<file path="src/scr_pkg.sv">
// Package of constants for the serial configuration register bank.
// Assumes a 10 MHz system clock and a four-wire serial host.
package scr_pkg;

    // Frame layout: one direction bit, fifteen address bits, then bytes
    localparam int unsigned ADDR_W      = 15;             // Register address width
    localparam int unsigned HDR_BITS    = 16;             // Header length in bits
    localparam int unsigned BYTE_BITS   = 8;              // Data unit length
    localparam int unsigned CNT_W       = 5;              // Bit counter width

    // Register offsets
    localparam logic [14:0] OFS_SETUP   = 15'h0000;       // interface_setup
    localparam logic [14:0] OFS_POWER   = 15'h0002;       // power_state
    localparam logic [14:0] OFS_CLASS   = 15'h0003;       // device_class
    localparam logic [14:0] OFS_USER    = 15'h0010;       // user_config (address hold)
    localparam logic [14:0] OFS_GAIN0   = 15'h0360;       // bank0_fine_gain
    localparam logic [14:0] OFS_GAIN1   = 15'h0361;       // bank1_fine_gain
    localparam logic [14:0] OFS_GAIN4   = 15'h0364;       // bank4_fine_gain
    localparam logic [14:0] OFS_GAIN5   = 15'h0365;       // bank5_fine_gain

    // Field positions
    localparam int unsigned SETUP_RST_BIT  = 7;           // Full reset request
    localparam int unsigned SETUP_ASC_BIT  = 5;           // Address direction
    localparam int unsigned SETUP_SDO_BIT  = 4;           // separate_output_flag
    localparam int unsigned USER_HOLD_BIT  = 0;           // Address hold

    // Reset values and fixed fields
    localparam logic [7:0]  SETUP_RESET    = 8'h30;       // interface_setup default
    localparam logic [7:0]  SETUP_RW_MASK  = 8'h6F;       // Bits that store writes
    localparam logic [7:0]  POWER_RESET    = 8'h00;       // power_state default
    localparam logic [7:0]  CLASS_RW_MASK  = 8'hF0;       // Upper bits store writes
    localparam logic [7:0]  BYTE_ZERO      = 8'h00;       // Cleared byte
    localparam logic [1:0]  PWR_NORMAL     = 2'h0;        // Normal operation
    localparam logic [1:0]  PWR_DOWN       = 2'h3;        // Power-down

    // Full reset settle time
    localparam int unsigned CLK_PERIOD_NS  = 100;         // System clock period
    localparam int unsigned SRST_TIME_NS   = 750;         // Longest reset duration
    localparam int unsigned SRST_CYCLES    =
        (SRST_TIME_NS + CLK_PERIOD_NS - 1) / CLK_PERIOD_NS;   // Rounded up
    localparam int unsigned SRST_W         = 4;           // Reset counter width

endpackage : scr_pkg

</file>
<file path="src/scr_spi_shift.sv">
// Serial frame shifter for the configuration register bank.
// Assumes serial pins synchronous to clock, each serial clock half
// period at least three system clocks long.
`timescale 1ns/10ps
`default_nettype none
module scr_spi_shift
    import scr_pkg::*;
(
    input  wire logic              clock,       // System clock
    input  wire logic              rst_b,       // Async reset, active low
    input  wire logic              clear,       // Abort frame (soft reset)
    input  wire logic              sclk,        // Serial clock pin
    input  wire logic              cs_b,        // Chip select, active low
    input  wire logic              sdi,         // Serial data in
    output logic                   sdo,         // Serial data out
    output logic                   hdr_valid,   // Header complete pulse
    output logic                   hdr_read,    // Header direction, 1 = read
    output logic [ADDR_W-1:0]      hdr_addr,    // Header start address
    output logic                   byte_valid,  // Data byte complete pulse
    output logic [7:0]             byte_data,   // Received data byte
    input  wire logic [7:0]        rd_data      // Byte to send next
);

    logic              sclk_q, sclk_d;           // Previous serial clock level
    logic [CNT_W-1:0]  cnt_q, cnt_d;             // Bits since header or byte start
    logic              data_q, data_d;           // Past the header
    logic [15:0]       rx_q, rx_d;               // Receive shift register
    logic [7:0]        tx_q, tx_d;               // Transmit shift register
    logic              load_q, load_d;           // Load tx one cycle after a boundary
    logic              rise;                     // Serial clock rising edge

    assign rise       = sclk & ~sclk_q & ~cs_b;
    assign sdo        = tx_q[7];
    assign hdr_read   = rx_q[15];
    assign hdr_addr   = rx_q[ADDR_W-1:0];
    assign byte_data  = rx_q[7:0];
    assign hdr_valid  = ~data_q & (cnt_q == CNT_W'(HDR_BITS));
    assign byte_valid = data_q & (cnt_q == CNT_W'(BYTE_BITS));

    // Next state of the shifter
    always_comb begin
        sclk_d = sclk;
        cnt_d  = cnt_q;
        data_d = data_q;
        rx_d   = rx_q;
        tx_d   = tx_q;
        load_d = hdr_valid | byte_valid;
        if (clear | cs_b) begin
            // Frame idle or aborted
            cnt_d  = '0;
            data_d = 1'b0;
            load_d = 1'b0;
            tx_d   = BYTE_ZERO;
        end else begin
            if (hdr_valid | byte_valid) begin
                // Boundary consumed, start a new byte
                cnt_d  = '0;
                data_d = 1'b1;
            end
            if (rise) begin
                // Sample input, shift output after host sampled it
                rx_d  = {rx_q[14:0], sdi};
                cnt_d = cnt_d + CNT_W'(1);
                tx_d  = {tx_q[6:0], 1'b0};
            end
            if (load_q) begin
                // Read data of the current address
                tx_d = rd_data;
            end
        end
    end

    // Shifter registers
    always_ff @(posedge clock or negedge rst_b) begin
        if (!rst_b) begin
            sclk_q <= 1'b0;
            cnt_q  <= '0;
            data_q <= 1'b0;
            rx_q   <= '0;
            tx_q   <= BYTE_ZERO;
            load_q <= 1'b0;
        end else begin
            sclk_q <= sclk_d;
            cnt_q  <= cnt_d;
            data_q <= data_d;
            rx_q   <= rx_d;
            tx_q   <= tx_d;
            load_q <= load_d;
        end
    end

endmodule : scr_spi_shift
`default_nettype wire

</file>
<file path="src/scr_regs.sv">
// Core configuration register bank reached over a four-wire serial port.
// Assumes serial pins synchronous to clock and fuse values stable.
`timescale 1ns/10ps
`default_nettype none
module scr_regs
    import scr_pkg::*;
#(
    parameter logic [3:0] CLASS_CODE = 4'h6    // Class code, value arbitrary
)(
    input  wire logic        clock,        // System clock, 10 MHz
    input  wire logic        rst_b,        // Async reset, active low
    input  wire logic        sclk,         // Serial clock
    input  wire logic        cs_b,         // Serial chip select, active low
    input  wire logic        sdi,          // Serial data in
    output logic             sdo,          // Serial data out
    input  wire logic [7:0]  fuse_gain0,   // Fuse default for bank 0 gain
    input  wire logic [7:0]  fuse_gain1,   // Fuse default for bank 1 gain
    input  wire logic [7:0]  fuse_gain4,   // Fuse default for bank 4 gain
    input  wire logic [7:0]  fuse_gain5,   // Fuse default for bank 5 gain
    output logic             power_down,   // Device in power-down
    output logic             reset_busy,   // Full reset in progress
    output logic [7:0]       gain0,        // bank0_fine_gain value
    output logic [7:0]       gain1,        // bank1_fine_gain value
    output logic [7:0]       gain4,        // bank4_fine_gain value
    output logic [7:0]       gain5         // bank5_fine_gain value
);

    // Register storage
    logic [7:0]         setup_q, setup_d;     // interface_setup writable bits
    logic [7:0]         power_q, power_d;     // power_state
    logic [7:0]         class_q, class_d;     // device_class upper bits
    logic [7:0]         user_q,  user_d;      // user_config
    logic [7:0]         g0_q, g0_d;           // bank0_fine_gain
    logic [7:0]         g1_q, g1_d;           // bank1_fine_gain
    logic [7:0]         g4_q, g4_d;           // bank4_fine_gain
    logic [7:0]         g5_q, g5_d;           // bank5_fine_gain
    logic               fuse_q, fuse_d;       // Fuse load pending
    logic [SRST_W-1:0]  srst_q, srst_d;       // Full reset countdown
    logic [ADDR_W-1:0]  addr_q, addr_d;       // Current register address
    logic               read_q, read_d;       // Frame is a read
    logic               pwr_q, pwr_d;         // Registered power-down output

    // Shifter interface
    logic               hdr_valid;            // Header done
    logic               hdr_read;             // Header direction
    logic [ADDR_W-1:0]  hdr_addr;             // Header address
    logic               byte_valid;           // Byte done
    logic [7:0]         byte_data;            // Received byte
    logic [7:0]         rd_data;              // Read mux output
    logic               busy;                 // Full reset active

    assign busy       = (srst_q != '0);
    assign reset_busy = busy;
    assign power_down = pwr_q;
    assign gain0      = g0_q;
    assign gain1      = g1_q;
    assign gain4      = g4_q;
    assign gain5      = g5_q;

    // Read value of one register
    function automatic logic [7:0] read_reg(input logic [ADDR_W-1:0] a);
        logic [7:0] v;
        v = BYTE_ZERO;
        unique case (a)
            OFS_SETUP: begin
                v = setup_q;
                v[SETUP_SDO_BIT] = 1'b1;
                v[SETUP_RST_BIT] = busy;
            end
            OFS_POWER: v = power_q;
            OFS_CLASS: v = {class_q[7:4], CLASS_CODE};
            OFS_USER:  v = user_q;
            OFS_GAIN0: v = g0_q;
            OFS_GAIN1: v = g1_q;
            OFS_GAIN4: v = g4_q;
            OFS_GAIN5: v = g5_q;
            default:   v = BYTE_ZERO;
        endcase
        return v;
    endfunction : read_reg

    // Next streaming address
    function automatic logic [ADDR_W-1:0] step_addr(input logic [ADDR_W-1:0] a,
                                                    input logic hold,
                                                    input logic up);
        logic [ADDR_W-1:0] n;
        n = a;
        if (!hold) begin
            n = up ? a + ADDR_W'(1) : a - ADDR_W'(1);
        end
        return n;
    endfunction : step_addr

    // Read mux; a process so every register the function reads retriggers it
    always_comb begin
        rd_data = read_reg(addr_q);
    end

    // Serial framing
    scr_spi_shift u_shift (
        .clock      (clock),
        .rst_b      (rst_b),
        .clear      (busy),
        .sclk       (sclk),
        .cs_b       (cs_b),
        .sdi        (sdi),
        .sdo        (sdo),
        .hdr_valid  (hdr_valid),
        .hdr_read   (hdr_read),
        .hdr_addr   (hdr_addr),
        .byte_valid (byte_valid),
        .byte_data  (byte_data),
        .rd_data    (rd_data)
    );

    // Next register values
    always_comb begin
        setup_d = setup_q;
        power_d = power_q;
        class_d = class_q;
        user_d  = user_q;
        g0_d    = g0_q;
        g1_d    = g1_q;
        g4_d    = g4_q;
        g5_d    = g5_q;
        fuse_d  = fuse_q;
        srst_d  = srst_q;
        addr_d  = addr_q;
        read_d  = read_q;
        if (busy) begin
            // Hold all but the gain registers at reset values while the reset settles
            srst_d  = srst_q - SRST_W'(1);
            setup_d = SETUP_RESET & SETUP_RW_MASK;
            power_d = POWER_RESET;
            class_d = BYTE_ZERO;
            user_d  = BYTE_ZERO;
            fuse_d  = 1'b1;
            addr_d  = '0;
            read_d  = 1'b0;
        end else if (fuse_q) begin
            // Load gain defaults from fuses
            g0_d   = fuse_gain0;
            g1_d   = fuse_gain1;
            g4_d   = fuse_gain4;
            g5_d   = fuse_gain5;
            fuse_d = 1'b0;
        end else if (hdr_valid) begin
            // Start of a frame
            addr_d = hdr_addr;
            read_d = hdr_read;
        end else if (byte_valid) begin
            if (!read_q) begin
                // Write decode; fixed fields keep their values
                unique case (addr_q)
                    OFS_SETUP: begin
                        setup_d = byte_data & SETUP_RW_MASK;
                        if (byte_data[SETUP_RST_BIT]) begin
                            srst_d = SRST_W'(SRST_CYCLES);
                        end
                    end
                    OFS_POWER: power_d = byte_data;
                    OFS_CLASS: class_d = byte_data & CLASS_RW_MASK;
                    OFS_USER:  user_d  = byte_data;
                    OFS_GAIN0: g0_d    = byte_data;
                    OFS_GAIN1: g1_d    = byte_data;
                    OFS_GAIN4: g4_d    = byte_data;
                    OFS_GAIN5: g5_d    = byte_data;
                    default:   ;
                endcase
            end
            // Stream to the next address
            addr_d = step_addr(addr_q, user_q[USER_HOLD_BIT],
                               setup_q[SETUP_ASC_BIT]);
        end
    end

    // Power-down decode, reserved codes act as normal
    always_comb begin
        pwr_d = (power_d[1:0] == PWR_DOWN);
    end

    // Register bank flops
    always_ff @(posedge clock or negedge rst_b) begin
        if (!rst_b) begin
            setup_q <= SETUP_RESET & SETUP_RW_MASK;
            power_q <= POWER_RESET;
            class_q <= BYTE_ZERO;
            user_q  <= BYTE_ZERO;
            g0_q    <= BYTE_ZERO;
            g1_q    <= BYTE_ZERO;
            g4_q    <= BYTE_ZERO;
            g5_q    <= BYTE_ZERO;
            fuse_q  <= 1'b1;
            srst_q  <= '0;
            addr_q  <= '0;
            read_q  <= 1'b0;
            pwr_q   <= 1'b0;
        end else begin
            setup_q <= setup_d;
            power_q <= power_d;
            class_q <= class_d;
            user_q  <= user_d;
            g0_q    <= g0_d;
            g1_q    <= g1_d;
            g4_q    <= g4_d;
            g5_q    <= g5_d;
            fuse_q  <= fuse_d;
            srst_q  <= srst_d;
            addr_q  <= addr_d;
            read_q  <= read_d;
            pwr_q   <= pwr_d;
        end
    end

endmodule : scr_regs
`default_nettype wire

</file>
<file path="config.mk">
export PLATFORM = sky130hd
export DESIGN_NAME = scr_regs
export DESIGN_NICKNAME = d
export VERILOG_FILES = /design/src/scr_pkg.sv /design/src/scr_spi_shift.sv /design/src/scr_regs.sv
export SDC_FILE = /design/constraint.sdc
export NUM_CORES = 1
export LEC_CHECK = 0
export BUFFER_PORTS_ARGS = -buffer_cell sky130_fd_sc_hd__clkbuf_2
export CAP_MARGIN = 10
export CORE_MARGIN = 2
export CORE_UTILIZATION = 53
export CTS_CLUSTER_DIAMETER = 40
export CTS_CLUSTER_SIZE = 12
export DETAILED_ROUTE_END_ITERATION = 8
export PLACE_DENSITY = 0.76
export SYNTH_ARGS = -nofsm -noshare
export SYNTH_HDL_FRONTEND = slang
export SYNTH_HIERARCHICAL = 1
export SYNTH_SLANG_ARGS = --single-unit
</file>
<file path="constraint.sdc">
create_clock -name clock -period 2.65 [get_ports clock]
set_input_delay 0.265 -clock clock [delete_from_list [all_inputs] [get_ports clock]]
set_output_delay 0.265 -clock clock [all_outputs]
set_load 0.05 [all_outputs]
</file>
; Yosys cells after proc, flatten, opt, wreduce, memory -nomap -nowiden
; Cells that the tools add are included.
[word_totals]
elab_cells = 152
regBits = 117
[op_classes]
bitwise = 11
n_reduce_logical = 29
n_mux = 72
n_addsub = 4
n_eq_ne = 16
[ops]
columns = op, n
row1 = 8-bit two-way mux, 41
row2 = 15-bit two-way mux, 6
row3 = 8-bit case mux with 8 select lines, 1
row4 = "15-bit by 10-bit == test with 1-bit output, second input constant", 4
row5 = 7-bit two-way mux, 6
row6 = 5-bit AND reduction, 8
row7 = "15-bit by 2-bit == test with 1-bit output, second input constant", 2
row8 = 4-bit two-way mux, 7
row9 = 2-bit nonzero test, 13
row10 = 5-bit two-way mux, 4
row11 = "15-bit by 1-bit adder with 15-bit output, second input constant", 1
row12 = "15-bit by 5-bit == test with 1-bit output, second input constant", 1
row13 = 15-bit zero test, 1
row14 = "15-bit by 1-bit subtractor with 15-bit output, second input constant", 1
row15 = 1-bit two-way mux, 7
row16 = "2-bit by 1-bit != test with 1-bit output, second input constant", 3
row17 = 6-bit AND reduction, 1
row18 = 3-bit nonzero test, 2
row19 = "5-bit by 1-bit adder with 5-bit output, second input constant", 1
row20 = "5-bit by 4-bit == test with 1-bit output, second input constant", 1
row21 = "5-bit == test, second input constant", 1
row22 = 1-bit inverter, 5
row23 = 1-bit bitwise AND, 4
row24 = "2-bit != test, second input constant", 2
row25 = 7 further kinds, 9

; Longest topological paths before layout
[depth]
ltp_word = 8
ltp_mapped = 10

; Cells and area by module
; The synthesis kept the hierarchy.
[modules_own_cells]
columns = module, cells_per_inst, seq_area_each_um2, area_per_inst_um2, instances
row1 = scr_regs, 522, 2004.4, 4830.9, 1
row2 = scr_spi_shift, 120, 800.8, 1468.9, 1

; Worst setup path after synthesis
; OpenSTA, ideal clock, no wires.
[synth_path]
path_type = register to register
startpoint = register srst_q[1]
endpoint = register u_shift.rx_q[10]
required_time_ps = 2525
setup_time_ps = 125
arrival_time_ps = 2862
stages_incl_launch_ff = 10
period_less_slack_ps = 2987
path_slack_ps = -337
cell_sequence = dfrtp_1 -> or3_1 -> nor2_4 -> inv_2 -> clkbuf_1 -> or2_1 -> buf_6 -> nor3b_4 -> buf_8 -> mux2_2
[synth_between]
elab_chain_cells = 4
[synth_lines]
columns = element, line_no
row1 = from (decl), scr_regs.sv:38  ; logic [SRST_W-1:0] srst_q, srst_d;
row2 = from (signal assigned), scr_regs.sv:208  ; srst_q <= srst_d;
row3 = 4-bit nonzero test, scr_regs.sv:52  ; assign busy = (srst_q != '0);
row4 = named net reset_busy, scr_regs.sv:21  ; output logic reset_busy,
row5 = 1-bit OR, scr_spi_shift.sv:48  ; if (clear | cs_b) begin
row6 = 1-bit inverter (no source line), n/a
row7 = 2-bit AND reduction (no source line), n/a
row8 = to (signal assigned), scr_spi_shift.sv:86  ; rx_q <= rx_d;
row9 = to (decl), scr_spi_shift.sv:27  ; logic [15:0] rx_q, rx_d;
; The timed path passes the listed nets, and every way through them passes these cells.
; A chain may end at the register's enable or synchronous reset.

; Final worst setup path
[layout_path]
startpoint = register setup_q[5]
endpoint = register addr_q[8]
[layout_between]
elab_chain_cells = 6
[layout_lines]
columns = element, line_no
row1 = from (decl), scr_regs.sv:29  ; logic [7:0] setup_q, setup_d;
row2 = from (signal assigned), scr_regs.sv:185  ; setup_q <= SETUP_RESET & SETUP_RW_MASK;
row3 = from (signal assigned), scr_regs.sv:199  ; setup_q <= setup_d;
row4 = 15-bit two-way mux, scr_regs.sv:89  ; n = up ? a + ADDR_W'(1) : a - ADDR_W'(1);
row5 = 15-bit two-way mux, scr_regs.sv:88  ; if (!hold) begin
row6 = 15-bit two-way mux, scr_regs.sv:151  ; end else if (byte_valid) begin
row7 = 15-bit two-way mux, scr_regs.sv:147  ; end else if (hdr_valid) begin
row8 = 15-bit two-way mux, scr_regs.sv:140  ; end else if (fuse_q) begin
row9 = 15-bit two-way mux, scr_regs.sv:130  ; if (busy) begin
row10 = to (signal assigned), scr_regs.sv:209  ; addr_q <= addr_d;
row11 = to (decl), scr_regs.sv:39  ; logic [ADDR_W-1:0] addr_q, addr_d;
; Every way passes these cells. The select of a mux whose other input is x is not followed.

==> impl_metrics.csv <==
group,metric,value,unit
cts,cts-root-buf,"clkbuf_16",
final_layout,finalInstanceArea,0.00712,mm^2
critical_path,cp.required,2.93,ns
critical_path,cp_slowest_cell,"dfstp_2",
placed_design,placed_area,0.00675,mm^2
final_layout,nNetsFinal,762,
placed_design,gp_congestion,0.860,
final_layout,area_growth,13.0,%
power,p_total,4.33,mW
placed_design,dp.final_hpwl,11.5,mm
final_layout,finalNonFillerCells,858,
final_layout,multi_input_area,0.00322,mm^2
route,wl_met1,7.10,mm
timing,post-route-min-period,2.58,ns
timing,finalCritPeriodShare,97.2,%
run,drv_cap,0,
route,wl_per_cell,18.9,um
critical_path,endpoint_kind,"register",
grt,antenna_found_initial,0,
floorplan,start_util,54.7,%
timing,finalWorstSetupSlack,0.0733,ns
timing,worst_slew_pin_slew,0.845,ns
synth,synth_cell_types,70,
cts,cts_tree,"built",
cts,numClockSinks,112,
synth,synth_top_cell_by_area,"dfrtp_1",
critical_path,cp_data_arrival_time,2.86,ns
route,dr.pass1.iters,5,
grt,grt_pass1_wl,26.6,mm
critical_path,slowest_delay,0.56,ns
floorplan,rows,39,
floorplan,fp.coreArea,0.0115,mm^2
floorplan,pin_count,72,
critical_path,crit_type,"reg2reg",
timing,setup_viol,0,
floorplan,die_h,113,um
synth,synth_nets,694,
final_layout,regArea,0.00281,mm^2
timing,drv_slew,0,
final_layout,antennaDiodeCount,0,
grt,grt_pass1_vias,5074,
grt,grtUsageTotal,26.3,%
timing,slew_headroom,43.6,%
grt,grt_start_max_net_pins,46,
placed_design,pre_cts_ws,0.0593,ns
synth,ys_warn_count,6,
power,power_density,609,mW/mm^2
floorplan,dieArea,0.0128,mm^2
route,wl,16.2,mm
floorplan,die_w,113,um
route,route.met3.wl,1.13,mm
route,met2_wirelength,7.65,mm
timing,clock_skew,0.0123,ns
synth,synth_area,0.00630,mm^2
synth,yosys-top-cells-area,"dfrtp_1 (44%), mux2i_1 (5.2%), a21oi_1 (4.9%)",
route,top_layer,"met4",
placed_design,dpl.cell_count,836,
final_layout,n_fill_cell,953,
synth,avgSynthCellArea,9.81,um^2
cts,path_clk_slew,0.08,ns
final_layout,layout-drive-gt1-share,25.2,%
timing,hold_violations,0,
cts,clockBufferDepth,2,
status,status,"complete, no violations",
min_path,worstHoldPathType,"in2reg",
power,max-vdd-ir-drop,0.729,mV
synth,synth-seq-cells,112,
timing,tns,0,ns
synth,synth_top_flop_cell,"dfrtp_1",
route,drc_errors,0,
cts,cts_max_level,3,
synth,synthCells,642,
placed_design,io_buffers,71,
grt,gr-total-overflow,0,
route,drt_iter0_markers,449,
critical_path,crit_chain,"clkinvlp_4 > buf_2 > buf_4 > ha_1 > o2111ai_1 > nand2_1 > a22o_1 > o31a_1 > a21oi_1",
route,viasPerCell,6.16,
route,ant_nets,0,
synth,synth-edff-count,0,
cts,cts-buffers-inserted,9,
cts,clk_latency,0.36,ns
synth,netlist.area_leader.share,43.7,%
critical_path,cp_max_fo,6,
critical_path,crit_path_start_kind,"register",
timing,fmax,388,MHz
power,total_leakage_power,3.35,nW
synth,synthArstFlopShare,100,%
route,via_count,5284,
synth,synth-seq-area-share,44.5,%
## cell usage after synthesis, drive strengths merged (14+ instances only)
master,instances
a21oi,62
a22oi,14
buf,22
clkbuf,19
dfrtp,110
ha,14
mux2,21
mux2i,33
nand2,73
nand3,17
nor2,43
o21ai,75
## stage by stage
step	hold slack (ns)	util (%)
2_1_floorplan	-0.0306	-
3_3_place_gp	0.282	58.6
3_5_place_dp	0.290	58.6
4_1_cts	0.0422	61.4
5_1_grt	0.0619	61.8
6_report	0.0431	61.8
## worst max-delay path: cells and delay by family, from the launching register on
family | cells | cell delay, ns
AO/OA/AOI/OAI | 4 | 0.88
buffers and inverters | 3 | 0.49
adder cells (fa/ha/maj) | 1 | 0.39
flip-flops | 1 | 0.56
AND/OR/NAND/NOR | 1 | 0.18
## placed cells by master (no fill, tap or decap), types with 21 or more instances in the layout
| cell | count |
|---|---|
| a21oi_1 | 60 |
| buf_4 | 25 |
| clkbuf_2 | 70 |
| dfrtp_1 | 110 |
| mux2_2 | 21 |
| mux2i_1 | 33 |
| nand2_1 | 72 |
| nor2_1 | 41 |
| o21ai_0 | 31 |
| o21ai_1 | 34 |
## state kept, by name, indices dropped and copies added, names as in the netlist
name	count
gain1	8
u_shift/data_q	1
gain0	8
u_shift/sclk_q	1
gain5	8
gain4	8
u_shift/cnt_q	5
addr_q	15
setup_q	6
u_shift/rx_q	16
user_q	8
u_shift/tx_q	8
power_q	8
class_q	4
u_shift/load_q	1
power_down	1
fuse_q	1
srst_q	4
read_q	1
## cells by family (layout without fill, tap and decap cells)
logic type	after synthesis	count (layout)	synth area share [%]
simple gates	200	200	17.7
compound gates	202	202	19.8
mux	54	54	9.00
buf+inv	51	124	4.77
flops	112	112	44.5
fa+ha+maj	15	15	3.10
xor+xnor	8	8	1.11
## metal layers
metal / vias up / GRT usage [%]
met5: - / 0
met4: 0 / 9.76
met3: 31 / 5.09
met2: 208 / 40.8
met1: 2579 / 37.2
li1: 2466 / -
## path summary, 6_finish.rpt
| kind | end | start | depth (start not counted) | slack [ns] |
|---|---|---|---|---|
| max | addr_q[8] | setup_q[5] | 9 | 0.07 |
| min | u_shift/sclk_q | sclk | 1 | 0.04 |
| max reg2reg | addr_q[8] | setup_q[5] | 9 | 0.07 |
| min reg2reg | user_q[1] | user_q[1] | 2 | 0.49 |
| max in group asynchronous | u_shift/tx_q[4] | rst_b | 3 | 1.44 |
| min in group asynchronous | u_shift/rx_q[10] | rst_b | 2 | 0.44 |
## final cells by class
type	instances	area share, %
Timing Repair Buffer	98	8.05
Tap cell	143	2.51
Multi-Input combinational cell	479	45.2
Clock inverter	7	1.11
Inverter	10	0.580
Sequential cell	112	39.4
Clock buffer	9	3.16
## repair_timing
action,in CTS,in global routing
endpoints found under the hold margin,39,0
buffers inserted,0,5
hold buffers,1,0
gates resized for setup,0,5
endpoints found under the setup margin,0,5
## power by group
| part | total [mW] | leakage (nW) | internal [mW] | switching [mW] |
|---|---|---|---|---|
| logic | 0.919 | 1.85 | 0.393 | 0.526 |
| clock network | 1.42 | 0.144 | 0.744 | 0.671 |
| registers | 2.00 | 1.36 | 1.80 | 0.200 |
(Power assumes the default switching activity.)
